$ cat src/hw/down_timer_cfg.svh
// Summary of operation
// - Reading the counter register returns the live 8-bit down count.
// - Writing the counter register loads both reload value and running count.
// - The counter counts only while the run bit is one.
// - Non-stop, reload select clear: count continues from 0xff after underflow.
// - Non-stop, reload select set: underflow reloads the stored reload value.
// - One-shot mode counts once down to 0x00 and stops at underflow.
// - Polarity bit one makes the PWM active level low, zero high.
// - Pin enable one drives PWM onto its pin, zero leaves ordinary GPIO.
// - Rate field n selects prescaler division by two to the n plus one.
// - Prescaler disable bit one bypasses the prescaler, zero lets it divide.
// - External source counts on falling edge when edge bit one, else rising.
// - Clock source bit one selects the external pin, zero the instruction clock.
// - PWM stays inactive until count equals duty, then active until underflow.
// - Reload value sets the PWM frame when reload select is set, the write-only duty register the duty.
// - Prescaler readback returns the live prescaler count and is read-only.
// - Buzzer codes 0 to 7 take a prescaler tap dividing 1:2 to 1:256.
// - Buzzer codes 8 to 15 take counter bit given by the low three bits.
// - Buzzer enable bit one turns the buzzer output on, zero off.
// - Each underflow sets the underflow flag until software clears it.
// - The flag reads zero whenever its underflow interrupt enable is clear.
`ifndef DOWN_TIMER_CFG_SVH
`define DOWN_TIMER_CFG_SVH

// ----------------------------------------------------------------------------
// Register indices, byte address is four times the index
// ----------------------------------------------------------------------------
`define IDX_COUNTER      3'h0
`define IDX_CTL_ONE      3'h1
`define IDX_CTL_TWO      3'h2
`define IDX_DUTY         3'h3
`define IDX_PRESCALE     3'h4
`define IDX_BUZZER       3'h5
`define IDX_STATUS       3'h6

// ----------------------------------------------------------------------------
// Field positions
// ----------------------------------------------------------------------------
`define CR1_RUN_BIT      0
`define CR1_RELOAD_BIT   1
`define CR1_ONESHOT_BIT  2
`define CR1_POL_BIT      6
`define CR1_PINEN_BIT    7
`define CR2_RATE_LSB     0
`define CR2_PSOFF_BIT    3
`define CR2_EDGE_BIT     4
`define CR2_SRC_BIT      5
`define BUZ_FREQ_LSB     0
`define BUZ_ON_BIT       7
`define STAT_FLAG_BIT    0
`define STAT_IE_BIT      1

// ----------------------------------------------------------------------------
// Reset values
// ----------------------------------------------------------------------------
`define COUNTER_RESET    8'h00
`define DUTY_RESET       8'h00
`define CR1_RESET        8'h00
`define CR2_RESET        8'h3f
`define BUZ_RESET        8'h0f
`define PS_RESET         8'hff

`endif

$ cat src/hw/down_timer_pkg.sv
// ----------------------------------------------------------------------------
// Types shared by the timer files
// ----------------------------------------------------------------------------
package down_timer_pkg;

    typedef struct packed {
        logic       pwm_pin_enable;
        logic       pwm_active_low;
        logic       one_shot_select;
        logic       reload_select;
        logic       timer_run;
    } ctl_one_t;

    typedef struct packed {
        logic       clock_source_select;
        logic       ext_edge_select;
        logic       prescale_disable_n;
        logic [2:0] prescale_rate_field;
    } ctl_two_t;

    typedef struct packed {
        logic       buzzer_on;
        logic [3:0] buzzer_freq_field;
    } buzz_ctl_t;

endpackage : down_timer_pkg

$ cat src/hw/source_tick.sv
`timescale 1ns/1ps
`default_nettype none
module source_tick (
    input  wire logic core_clk,
    input  wire logic reset_n,
    input  wire logic clock_source_select,
    input  wire logic ext_edge_select,
    input  wire logic external_clock_pin,
    output logic      tick
);
    logic pin_prev_r;
    logic rise;
    logic fall;

    always_ff @(posedge core_clk) begin
        // Following the pin during reset keeps a high idle level from looking like an edge.
        if (!reset_n) begin
            pin_prev_r <= external_clock_pin;
        end else begin
            pin_prev_r <= external_clock_pin;
        end
    end

    assign rise = external_clock_pin & ~pin_prev_r;
    assign fall = ~external_clock_pin & pin_prev_r;

    assign tick = clock_source_select ? (ext_edge_select ? fall : rise) : 1'b1;
endmodule : source_tick
`default_nettype wire

$ cat src/hw/prescale_counter.sv
`timescale 1ns/1ps
`default_nettype none
`include "down_timer_cfg.svh"
module prescale_counter #(
    parameter int WIDTH = 8
) (
    input  wire logic             core_clk,
    input  wire logic             reset_n,
    input  wire logic             src_tick,
    input  wire logic             bypass,
    input  wire logic [2:0]       rate,
    output logic      [WIDTH-1:0] count_r,
    output logic                  term_tick
);
    logic [WIDTH:0]   mask_wide;
    logic [WIDTH-1:0] count_inc;

    always_ff @(posedge core_clk) begin
        if (!reset_n) begin
            count_r <= WIDTH'(`PS_RESET);
        end else if (src_tick && !bypass) begin
            count_r <= count_inc;
        end
    end

    assign count_inc = count_r + {{(WIDTH-1){1'b0}}, 1'b1};
    // divide by two to the rate plus one
    assign mask_wide = ({{(WIDTH-1){1'b0}}, 2'b10} << rate) - {{WIDTH{1'b0}}, 1'b1};
    assign term_tick = src_tick && !bypass && ((count_inc & mask_wide[WIDTH-1:0]) == '0);
endmodule : prescale_counter
`default_nettype wire

$ cat src/hw/down_timer_pwm_buzzer.sv
// The APB register port was decided locally.
`timescale 1ns/1ps
`default_nettype none
`include "down_timer_cfg.svh"
module down_timer_pwm_buzzer #(
    parameter int AW = 12
) (
    input  wire logic          core_clk,
    input  wire logic          reset_n,
    input  wire logic          psel,
    input  wire logic          penable,
    input  wire logic          pwrite,
    input  wire logic [AW-1:0] paddr,
    input  wire logic [31:0]   pwdata,
    input  wire logic [3:0]    pstrb,
    output logic      [31:0]   prdata,
    output logic               pready,
    output logic               pslverr,
    input  wire logic          external_clock_pin,
    input  wire logic          gpio_out,
    input  wire logic          gpio_oe_n,
    output logic               pwm_port_pin,
    output logic               pwm_port_pin_oe_n,
    output logic               buzzer_output
);

    // ------------------------------------------------------------------------
    // Register state
    // ------------------------------------------------------------------------
    down_timer_pkg::ctl_one_t  ctl1_r;
    down_timer_pkg::ctl_two_t  ctl2_r;
    down_timer_pkg::buzz_ctl_t buzz_r;
    logic [7:0]                count_r;
    logic [7:0]                reload_r;
    logic [7:0]                duty_r;
    logic [7:0]                ps_count;
    logic                      underflow_flag_r;
    logic                      underflow_irq_enable_r;
    logic                      shot_done_r;
    logic                      pwm_active_r;
    logic [31:0]               prdata_r;
    logic                      pready_r;
    logic                      pslverr_r;
    logic                      pwm_port_pin_r;
    logic                      pwm_port_pin_oe_n_r;
    logic                      buzzer_output_r;

    // ------------------------------------------------------------------------
    // Unpacking helpers
    // ------------------------------------------------------------------------
    function automatic down_timer_pkg::ctl_one_t to_ctl1(input logic [7:0] b);
        down_timer_pkg::ctl_one_t c;
        c.pwm_pin_enable  = b[`CR1_PINEN_BIT];
        c.pwm_active_low  = b[`CR1_POL_BIT];
        c.one_shot_select = b[`CR1_ONESHOT_BIT];
        c.reload_select   = b[`CR1_RELOAD_BIT];
        c.timer_run       = b[`CR1_RUN_BIT];
        return c;
    endfunction : to_ctl1

    function automatic down_timer_pkg::ctl_two_t to_ctl2(input logic [7:0] b);
        down_timer_pkg::ctl_two_t c;
        c.clock_source_select = b[`CR2_SRC_BIT];
        c.ext_edge_select     = b[`CR2_EDGE_BIT];
        c.prescale_disable_n  = b[`CR2_PSOFF_BIT];
        c.prescale_rate_field = b[`CR2_RATE_LSB +: 3];
        return c;
    endfunction : to_ctl2

    function automatic down_timer_pkg::buzz_ctl_t to_buzz(input logic [7:0] b);
        down_timer_pkg::buzz_ctl_t c;
        c.buzzer_on         = b[`BUZ_ON_BIT];
        c.buzzer_freq_field = b[`BUZ_FREQ_LSB +: 4];
        return c;
    endfunction : to_buzz

    // ------------------------------------------------------------------------
    // APB decode
    // ------------------------------------------------------------------------
    logic [2:0] reg_idx;
    logic       addr_ok;
    logic       setup_phase;
    logic       access_done;
    logic       wr_ok;
    logic       wr_counter;
    logic       wr_ctl1;
    logic       wr_ctl2;
    logic       wr_duty;
    logic       wr_buzz;
    logic       wr_status;
    logic [31:0] read_word;

    assign reg_idx     = paddr[4:2];
    assign addr_ok     = (paddr[1:0] == 2'h0) && (paddr[AW-1:5] == '0)
                         && (reg_idx <= `IDX_STATUS);
    assign setup_phase = psel && !penable;
    assign access_done = psel && penable && pready_r;
    // Byte lane zero carries every register, so a write without it changes nothing.
    assign wr_ok       = access_done && pwrite && !pslverr_r && pstrb[0];
    assign wr_counter  = wr_ok && (reg_idx == `IDX_COUNTER);
    assign wr_ctl1     = wr_ok && (reg_idx == `IDX_CTL_ONE);
    assign wr_ctl2     = wr_ok && (reg_idx == `IDX_CTL_TWO);
    assign wr_duty     = wr_ok && (reg_idx == `IDX_DUTY);
    assign wr_buzz     = wr_ok && (reg_idx == `IDX_BUZZER);
    assign wr_status   = wr_ok && (reg_idx == `IDX_STATUS);

    always_comb begin
        read_word = 32'h0000_0000;
        unique case (reg_idx)
            `IDX_COUNTER: begin
                read_word[7:0] = count_r;
            end
            `IDX_CTL_ONE: begin
                read_word[`CR1_ONESHOT_BIT] = ctl1_r.one_shot_select;
                read_word[`CR1_RELOAD_BIT]  = ctl1_r.reload_select;
                read_word[`CR1_RUN_BIT]     = ctl1_r.timer_run;
            end
            `IDX_CTL_TWO: begin
                read_word[`CR2_SRC_BIT]        = ctl2_r.clock_source_select;
                read_word[`CR2_EDGE_BIT]       = ctl2_r.ext_edge_select;
                read_word[`CR2_PSOFF_BIT]      = ctl2_r.prescale_disable_n;
                read_word[`CR2_RATE_LSB +: 3]  = ctl2_r.prescale_rate_field;
            end
            `IDX_PRESCALE: begin
                read_word[7:0] = ps_count;
            end
            `IDX_STATUS: begin
                read_word[`STAT_FLAG_BIT] = underflow_flag_r && underflow_irq_enable_r;
                read_word[`STAT_IE_BIT]   = underflow_irq_enable_r;
            end
            default: begin
                read_word = 32'h0000_0000;
            end
        endcase
    end

    // A fixed one-wait-state answer keeps the slave free of any stall logic.
    always_ff @(posedge core_clk) begin
        if (!reset_n) begin
            pready_r  <= 1'b0;
            pslverr_r <= 1'b0;
            prdata_r  <= 32'h0000_0000;
        end else begin
            pready_r  <= setup_phase;
            pslverr_r <= setup_phase && !addr_ok;
            if (setup_phase && !pwrite && addr_ok) begin
                prdata_r <= read_word;
            end else if (setup_phase) begin
                prdata_r <= 32'h0000_0000;
            end
        end
    end

    // ------------------------------------------------------------------------
    // Control registers
    // ------------------------------------------------------------------------
    always_ff @(posedge core_clk) begin
        if (!reset_n) begin
            ctl1_r <= to_ctl1(`CR1_RESET);
            ctl2_r <= to_ctl2(`CR2_RESET);
            buzz_r <= to_buzz(`BUZ_RESET);
            duty_r <= `DUTY_RESET;
            underflow_irq_enable_r <= 1'b0;
        end else begin
            if (wr_ctl1) begin
                ctl1_r <= to_ctl1(pwdata[7:0]);
            end
            // rate written freely, software keeps it safe
            if (wr_ctl2) begin
                ctl2_r <= to_ctl2(pwdata[7:0]);
            end
            if (wr_buzz) begin
                buzz_r <= to_buzz(pwdata[7:0]);
            end
            if (wr_duty) begin
                duty_r <= pwdata[7:0];
            end
            if (wr_status) begin
                underflow_irq_enable_r <= pwdata[`STAT_IE_BIT];
            end
        end
    end

    // ------------------------------------------------------------------------
    // Time base
    // ------------------------------------------------------------------------
    logic       src_tick;
    logic       ps_term;
    logic       dec_tick;
    logic       dec_en;
    logic       underflow;

    source_tick u_source_tick (
        .core_clk            (core_clk),
        .reset_n             (reset_n),
        .clock_source_select (ctl2_r.clock_source_select),
        .ext_edge_select     (ctl2_r.ext_edge_select),
        .external_clock_pin  (external_clock_pin),
        .tick                (src_tick)
    );

    prescale_counter #(
        .WIDTH (8)
    ) u_prescale (
        .core_clk (core_clk),
        .reset_n  (reset_n),
        .src_tick (src_tick),
        .bypass   (ctl2_r.prescale_disable_n),
        .rate     (ctl2_r.prescale_rate_field),
        .count_r  (ps_count),
        .term_tick(ps_term)
    );

    assign dec_tick  = ctl2_r.prescale_disable_n ? src_tick : ps_term;
    assign dec_en    = ctl1_r.timer_run && dec_tick && !shot_done_r;
    assign underflow = dec_en && (count_r == 8'h00);

    // ------------------------------------------------------------------------
    // Down counter
    // ------------------------------------------------------------------------
    always_ff @(posedge core_clk) begin
        if (!reset_n) begin
            count_r  <= `COUNTER_RESET;
            reload_r <= `COUNTER_RESET;
        end else if (wr_counter) begin
            count_r  <= pwdata[7:0];
            reload_r <= pwdata[7:0];
        end else if (underflow) begin
            if (ctl1_r.one_shot_select) begin
                count_r <= 8'h00;
            end else if (ctl1_r.reload_select) begin
                count_r <= reload_r;
            end else begin
                count_r <= 8'hff;
            end
        end else if (dec_en) begin
            count_r <= count_r - 8'h01;
        end
    end

    // A new count or a fresh write to control register one re-arms a finished one-shot run.
    // one-shot stop latch
    always_ff @(posedge core_clk) begin
        if (!reset_n) begin
            shot_done_r <= 1'b0;
        end else if (wr_counter || wr_ctl1) begin
            shot_done_r <= 1'b0;
        end else if (underflow && ctl1_r.one_shot_select) begin
            shot_done_r <= 1'b1;
        end
    end

    // sticky flag, set wins over clear
    always_ff @(posedge core_clk) begin
        if (!reset_n) begin
            underflow_flag_r <= 1'b0;
        end else if (underflow) begin
            underflow_flag_r <= 1'b1;
        end else if (wr_status && pwdata[`STAT_FLAG_BIT]) begin
            underflow_flag_r <= 1'b0;
        end
    end

    // ------------------------------------------------------------------------
    // PWM
    // ------------------------------------------------------------------------
    // inactive until duty match, active until underflow
    always_ff @(posedge core_clk) begin
        if (!reset_n) begin
            pwm_active_r <= 1'b0;
        end else if (!ctl1_r.timer_run || underflow) begin
            pwm_active_r <= 1'b0;
        end else if (count_r == duty_r) begin
            pwm_active_r <= 1'b1;
        end
    end

    // The match cycle itself is already active, so the latch alone would lose one cycle.
    // active from match
    logic pwm_level;
    assign pwm_level = ctl1_r.timer_run && (pwm_active_r || (count_r == duty_r));

    // The pin follows the PWM state one cycle later; both edges shift alike.
    // polarity
    always_ff @(posedge core_clk) begin
        if (!reset_n) begin
            pwm_port_pin_r      <= 1'b0;
            pwm_port_pin_oe_n_r <= 1'b1;
        end else if (ctl1_r.pwm_pin_enable) begin
            pwm_port_pin_r      <= pwm_level ^ ctl1_r.pwm_active_low;
            pwm_port_pin_oe_n_r <= 1'b0;
        end else begin
            pwm_port_pin_r      <= gpio_out;
            pwm_port_pin_oe_n_r <= gpio_oe_n;
        end
    end

    // ------------------------------------------------------------------------
    // Buzzer
    // ------------------------------------------------------------------------
    logic buzz_tap;

    assign buzz_tap = buzz_r.buzzer_freq_field[3] ? count_r[buzz_r.buzzer_freq_field[2:0]]
                                                  : ps_count[buzz_r.buzzer_freq_field[2:0]];

    always_ff @(posedge core_clk) begin
        if (!reset_n) begin
            buzzer_output_r <= 1'b0;
        end else begin
            buzzer_output_r <= buzz_r.buzzer_on && buzz_tap;
        end
    end

    assign prdata            = prdata_r;
    assign pready            = pready_r;
    assign pslverr           = pslverr_r;
    assign pwm_port_pin      = pwm_port_pin_r;
    assign pwm_port_pin_oe_n = pwm_port_pin_oe_n_r;
    assign buzzer_output     = buzzer_output_r;
endmodule : down_timer_pwm_buzzer
`default_nettype wire

$ cat config.mk
export PLATFORM = sky130hd
export DESIGN_NAME = down_timer_pwm_buzzer
export DESIGN_NICKNAME = d
export VERILOG_FILES = /design/src/hw/down_timer_pkg.sv /design/src/hw/source_tick.sv /design/src/hw/prescale_counter.sv /design/src/hw/down_timer_pwm_buzzer.sv
export VERILOG_INCLUDE_DIRS = /design/src /design/src/hw
export SDC_FILE = /design/constraint.sdc
export NUM_CORES = 1
export LEC_CHECK = 0
export ABC_AREA = 0
export BUFFER_PORTS_ARGS = -buffer_cell sky130_fd_sc_hd__buf_4
export CAP_MARGIN = 15
export CELL_PAD_IN_SITES_DETAIL_PLACEMENT = 0
export CELL_PAD_IN_SITES_GLOBAL_PLACEMENT = 1
export CORE_MARGIN = 3
export CORE_UTILIZATION = 35
export CTS_CLUSTER_DIAMETER = 40
export DETAILED_ROUTE_END_ITERATION = 12
export GPL_TIMING_DRIVEN = 0
export PLACE_DENSITY_LB_ADDON = 0.25
export SYNTH_ARGS = -nofsm -noshare
export SYNTH_HDL_FRONTEND = slang
export SYNTH_HIERARCHICAL = 1
export SYNTH_SLANG_ARGS = --single-unit
$ cat constraint.sdc
create_clock -name core_clk -period 3.25 [get_ports core_clk]
set_clock_uncertainty 0.2 [all_clocks]
set_input_delay 0.1625 -clock core_clk [delete_from_list [all_inputs] [get_ports core_clk]]
set_output_delay 0.1625 -clock core_clk [all_outputs]
set_load 0.005 [all_outputs]
### After elaboration in Yosys (flattened, before gate mapping)

Cells that the tools add are included.
Widths: inputs -> output; s select.

* divide/modulo/power cells: 0
* order comparisons: 2
* equality and inequality tests: 7
* add/sub/neg operators: 3
* shifts and indexed selects: 1
* multiply operators: 0
* mux-type cells: 23
* bitwise logic cells: 7
* reduce and logical (&&, ||, !) cells: 47

Operator list (number)
* $mux 8: 7
* $logic_and 1x1->1: 27
* $logic_not 8->1: 2
* $sub 8x1->8 const B: 2
* $mux 1: 10
* $pmux 2 s5: 1
* $eq 3x3->1 const B: 3
* $pmux 3 s3: 1
* $add 8x1->8 const B: 1
* $and 8x8->8: 1
* $eq 8x8->1: 1
* $shl 2x3->8 const A: 1
* $logic_not 1->1: 7
* $logic_not 7->1: 1
* $bmux 1 s3: 2
* $eq 3x2->1 const B: 2
* $lt 3x4->1 const B: 1
* $pmux 1 s4: 1
* $pmux 2 s2: 1
* $reduce_bool 2->1: 2
* $reduce_or 2->1: 2
* $eq 3x1->1 const B: 1
* $le 3x3->1 const B: 1
* $logic_not 3->1: 1
* other kinds (6): 11

* latch bits: 0
* bits in read-only memories: 0
* memories: 0
* bits in registers: 66
* bits in writable memories: 0
* word-level logic and storage cells: 116
* bits of input ports: 56

### Depth between registers and ports, before layout

* depth after elaboration: 12
* mapped depth: 14

### By module

Netlist, hierarchy kept.

By module, submodules not included
* down_timer_pwm_buzzer: seq. area each 1141.1 um2, area an instance 3060.4 um2, cells an instance 356, times used 1
* prescale_counter: seq. area each 160.2 um2, area an instance 571.8 um2, cells an instance 68, times used 1
* source_tick: seq. area each 20.0 um2, area an instance 41.3 um2, cells an instance 4, times used 1

### Least setup slack after synthesis

OpenSTA, ideal clock, no wires.

* path type: register to register
* start: reg ctl2_r[2] (netlist name)
* end: reg count_r[5] (netlist name)
* arrival time: 3.245 ns
* required time: 2.976 ns
* stages on the path, launching flop included: 14
* buffers on the path: 2
* library setup time: 0.074 ns
* setup slack: -0.270 ns
* cell sequence: dfxtp_1 > buf_6 > or3_2 > ha_1 > xor2_1 > a221oi_2 > o21ai_1 > a221oi_2 > mux2i_1 > or3_1 > buf_6 > or4_1 > a31o_1 > a31oi_1

RTL lines
* from (decl): RTL line down_timer_pwm_buzzer.sv:31 `down_timer_pkg::ctl_two_t ctl2_r;`
* from (signal assigned): RTL line down_timer_pwm_buzzer.sv:160 `` ctl2_r <= to_ctl2(`CR2_RESET); ``
* from (signal assigned): RTL line down_timer_pwm_buzzer.sv:170 `ctl2_r <= to_ctl2(pwdata[7:0]);`

==> summary.md <==
| Metric | Value |
|---|---|
| Outcome | complete, no violations |
| RR Endpoint | count_r[5]$_SDFFE_PN0P_ |
| Sequential power share | 51.5% |
| Final period util | between 90 and 100% |
| First-pass GRT wire length | ~17000 um |
| Starting Density | 36.74% |
| Wirelength per Cell | 15.40 um |
| Routed length on met3 | 307 um |
| EDFF count, synth | 0 |
| Routed length on met1 | roughly 4700 um |
| DRT Pass-1 Iters | 4 |
| Slew Viols, Final | 0 |
| Met2 routed WL | 5098 um |
| Fin util | 47.55% |
| R2R setup slack | 0.06 ns |
| Initial antenna violation count | 0 |
| Maxcap violations | 0 |
| Setup crit end | count_r[5]$_SDFFE_PN0P_ |
| Port buffer count | 38 |
| Maximum vdd drop | 192.5 uV |
| Synth Instances | 428 |
| HPWL after detailed placement | 7402 um |
| Most common cell after layout, fill and taps aside | buf_4 |
| CTS Buffer Depth | 2 |
| Antenna Nets Post-Route | 0 |
| NumNets Final | 589 |
| Height of the chip | 108.5 um |
| Fin. Hold Viols | 0 |
| GRT Residual Overflow | 0 |
| Routed via count | about 3300 |
| CTS buffer count | 9 |
| I/O pins | 93 |
| Unrepaired setup endpoints after global routing | yes |
| Critical Path RT | 3.32 ns |
| Clk sink count | 66 |
| Leak | 2.138 nW |
| Post-DP Area | 4228 sq um |
| Crit path kind | register to register |
| Arr. time, crit path | between 3 and 4 ns |
| Commonest cells after routing, fill and taps aside | 78 x buf_4, 61 x dfxtp_1, 54 x nand2_1 |
| Register bit total from synthesis | 66 |
| Clock root cell | clkbuf_8 |
| FP Rows | 36 |
| Seq/Total Area, Yosys | 35.97% |
| Crit end category | register |
| Vias in the first global route | about 3300 |
| Post-synth cell types | 55 |
| Routability congestion estimate | 0.8713 |
| Post-layout minimum cycle time | roughly 3.2 ns |
| Worst slew pin tran | roughly 0.75 ns |
| Total core area | 10000 sq um |
| Worst-Skew Late Latency | 0.34 ns |
| DR iter-0 viols | between 150 and 200 |
| Area grow syn2layout | 29.43% |
| R2R Path Start | ctl2_r[1]$_SDFFE_PN1P_ |
| Comb pwr share | about a tenth |
| Final number of setup-violating endpoints | 0 |
| Tightest Hold Check Type | primary input to register |
| Design Area, Final | around 4800 sq um |
| N_diodes | 0 |
| Worst slew margin | 50.08% |
| Pwr/cell area | between 300 and 400 nW/um^2 |
| Switch Pwr | between 0.0003 and 0.0004 W |
| Clock share of power | 39.1% |
| Synth Warn # | 6 |
| CP max FO | 3 |
| Vias per Instance | 4.964 |
| Clk slew on worst S/H paths | ~0.07 ns |
| Post-Route WL | 10260 um |
| Largest net degree at the start of global routing | 17 |
| Fmax achieved | 0.3132 GHz |
| Highest routed layer | met4 |
| GRT Overall Usage | ~18% |
| H-Tree Depth | 3 |
| Fraction of layout cells with a size suffix above 1 | 24.39% |
| TritonCTS clock tree | built |
| P_int | 0.001193 W |
| CP startpoint | ctl2_r[1]$_SDFFE_PN1P_ |
| DIE AREA | 11760 sq um |
| Top_reg_cell synth | dfxtp_1 |
| R2R depth | 11 |
| Sw frac | about a quarter |
| DRC Markers | 0 |
| Post-Syn Area per Cell | 8.583 sq um |
| Asr flop ratio synth | 0% |
| Die width | between 100 and 150 um |
| Syn Std Cell Area | 3674 sq um |
| Critical path launch point type | register |
-- sequential cells by signal (all words and copies together), names as in the netlist, 5 cells and up --
register            flops
duty_r                  8
u_prescale/count_r      8
prdata                  8
ctl2_r                  6
reload_r                8
ctl1_r                  5
count_r                 8
buzz_r                  5
-- synthesized netlist by cell type, types with 3 or more instances --
cell      instances  share of area (%)
nand4_1           3               0.51
a21oi_1          17                2.3
nor2_1           36                3.7
a211oi_1          4               0.82
xnor2_1           9                2.1
xor2_1           14                3.3
or4_1             3               0.61
o32ai_1           5                1.2
o21ai_0          17                2.3
buf_6             3               0.92
a32o_1            5                1.4
a22oi_1           3               0.61
buf_4            24                4.9
o22ai_1           3               0.51
nand3_1          13                1.8
a31oi_1           4               0.68
nor2b_1          10                1.7
mux2_2            6                1.8
mux4_2            5                3.1
nand2b_1          4               0.68
nor3b_1           6                1.2
inv_1             7               0.72
nor3_1           10                1.4
ha_1              4                1.4
o21a_1            3               0.61
buf_2             3               0.41
dfxtp_1          66                 36
clkbuf_1         19                1.9
nand2_1          54                5.5
and3_1            5               0.85
mux2i_1          30                8.2
nor4_1            8                1.4
-- through the flow --
| step | power (W) | instances | worst slack (ns) | hold slack [ns] | setup TNS [ns] |
|---|---|---|---|---|---|
| 2_1_floorplan | 0.0009036 | 451 | 0.02644 | -0.009783 | 0 |
| 4_1_cts | 0.001591 | 664 | -0.1919 | 0.02185 | -0.1919 |
| 5_1_grt | 0.001645 | 666 | -0.08053 | 0.04528 | -0.08053 |
| 6_report | 0.001572 | 666 | 0.05712 | 0.03265 | 0 |
| 3_5_place_dp | 0.0009598 | 622 | -0.2737 | 0.08446 | -1.478 |
| 3_3_place_gp | 0.0009594 | 622 | -0.2576 | 0.08005 | -1.102 |
-- worst max-delay path, stage by stage (launching register included) --
cell and delay [ns]:
dfxtp_4 0.35, or3_4 0.39, ha_4 0.29, o2111ai_4 0.12, a221oi_2 0.18, o21ai_1 0.12, a221oi_2 0.20, mux2i_2 0.14
or3_4 0.36, or4_4 0.47, a31o_1 0.19, a31oi_1 0.11
-- cell type report --
type	instances	area, sq um
fill	1035	5245
clock inverter	3	15.01
inverter	8	30.03
clock buffer	12	155.1
timing repair buffer	69	558.0
sequential	66	1338
multi-input combinational	327	2208
buffer	48	284.0
tap	133	166.4
-- metal layers --
layer  GRT usage, %  up-vias
met5              0        -
met4          4.238        0
met3          4.776       12
met2          31.24       49
met1          23.14     1575
li1               -     1670
-- how the worst min path moves through the flow --
stage | to | cells after the start | start | slack [ns]
2_1_floorplan | u_source_tick/pin_prev_r$_DFF_P_ | 0 | external_clock_pin | -0.01
3_3_place_gp | u_source_tick/pin_prev_r$_DFF_P_ | 1 | external_clock_pin | 0.08
3_5_place_dp | u_source_tick/pin_prev_r$_DFF_P_ | 1 | external_clock_pin | 0.08
4_1_cts | prdata[2]$_SDFFE_PN0P_ | 4 | pwrite | 0.02
5_1_grt | prdata[1]$_SDFFE_PN0P_ | 4 | pwrite | 0.05
6_report | prdata[2]$_SDFFE_PN0P_ | 4 | pwrite | 0.03
-- logic make-up (layout without fill, tap and decap cells) --
kind of cell    count (synthesis)  after routing  share of synthesized area (%)
other cells                     1             24                         0.1021
mux                            41             41                          13.08
compound gates                 75             75                          13.93
buf+inv                        58            140                          9.094
simple gates                  160            160                          20.98
flops                          66             66                          35.97
xor+xnor                       23             23                          5.484
fa+ha+maj                       4              4                          1.362
-- power by group through the flow --
stage / logic (W) / clock network, W / registers [W]
6_report: 0.000147 / 0.000615 / 0.000810
3_5_place_dp: 0.000128 / 0 / 0.000832
4_1_cts: 0.000144 / 0.000636 / 0.000810
5_1_grt: 0.000162 / 0.000673 / 0.000810
3_3_place_gp: 0.000128 / 0 / 0.000832
2_1_floorplan: 0.0000717 / 0 / 0.000832
-- what timing repair did --
item | 4_1_cts | 5_1_grt
hold buffers | 16 | 0
setup buffers | 12 | 3
pin swaps | 11 | 7
gates resized for setup | 17 | 10
hold endpoints to repair | 53 | 0
setup endpoints to repair | 9 | 9
No activity file was read; power rests on OpenSTA's default activity.
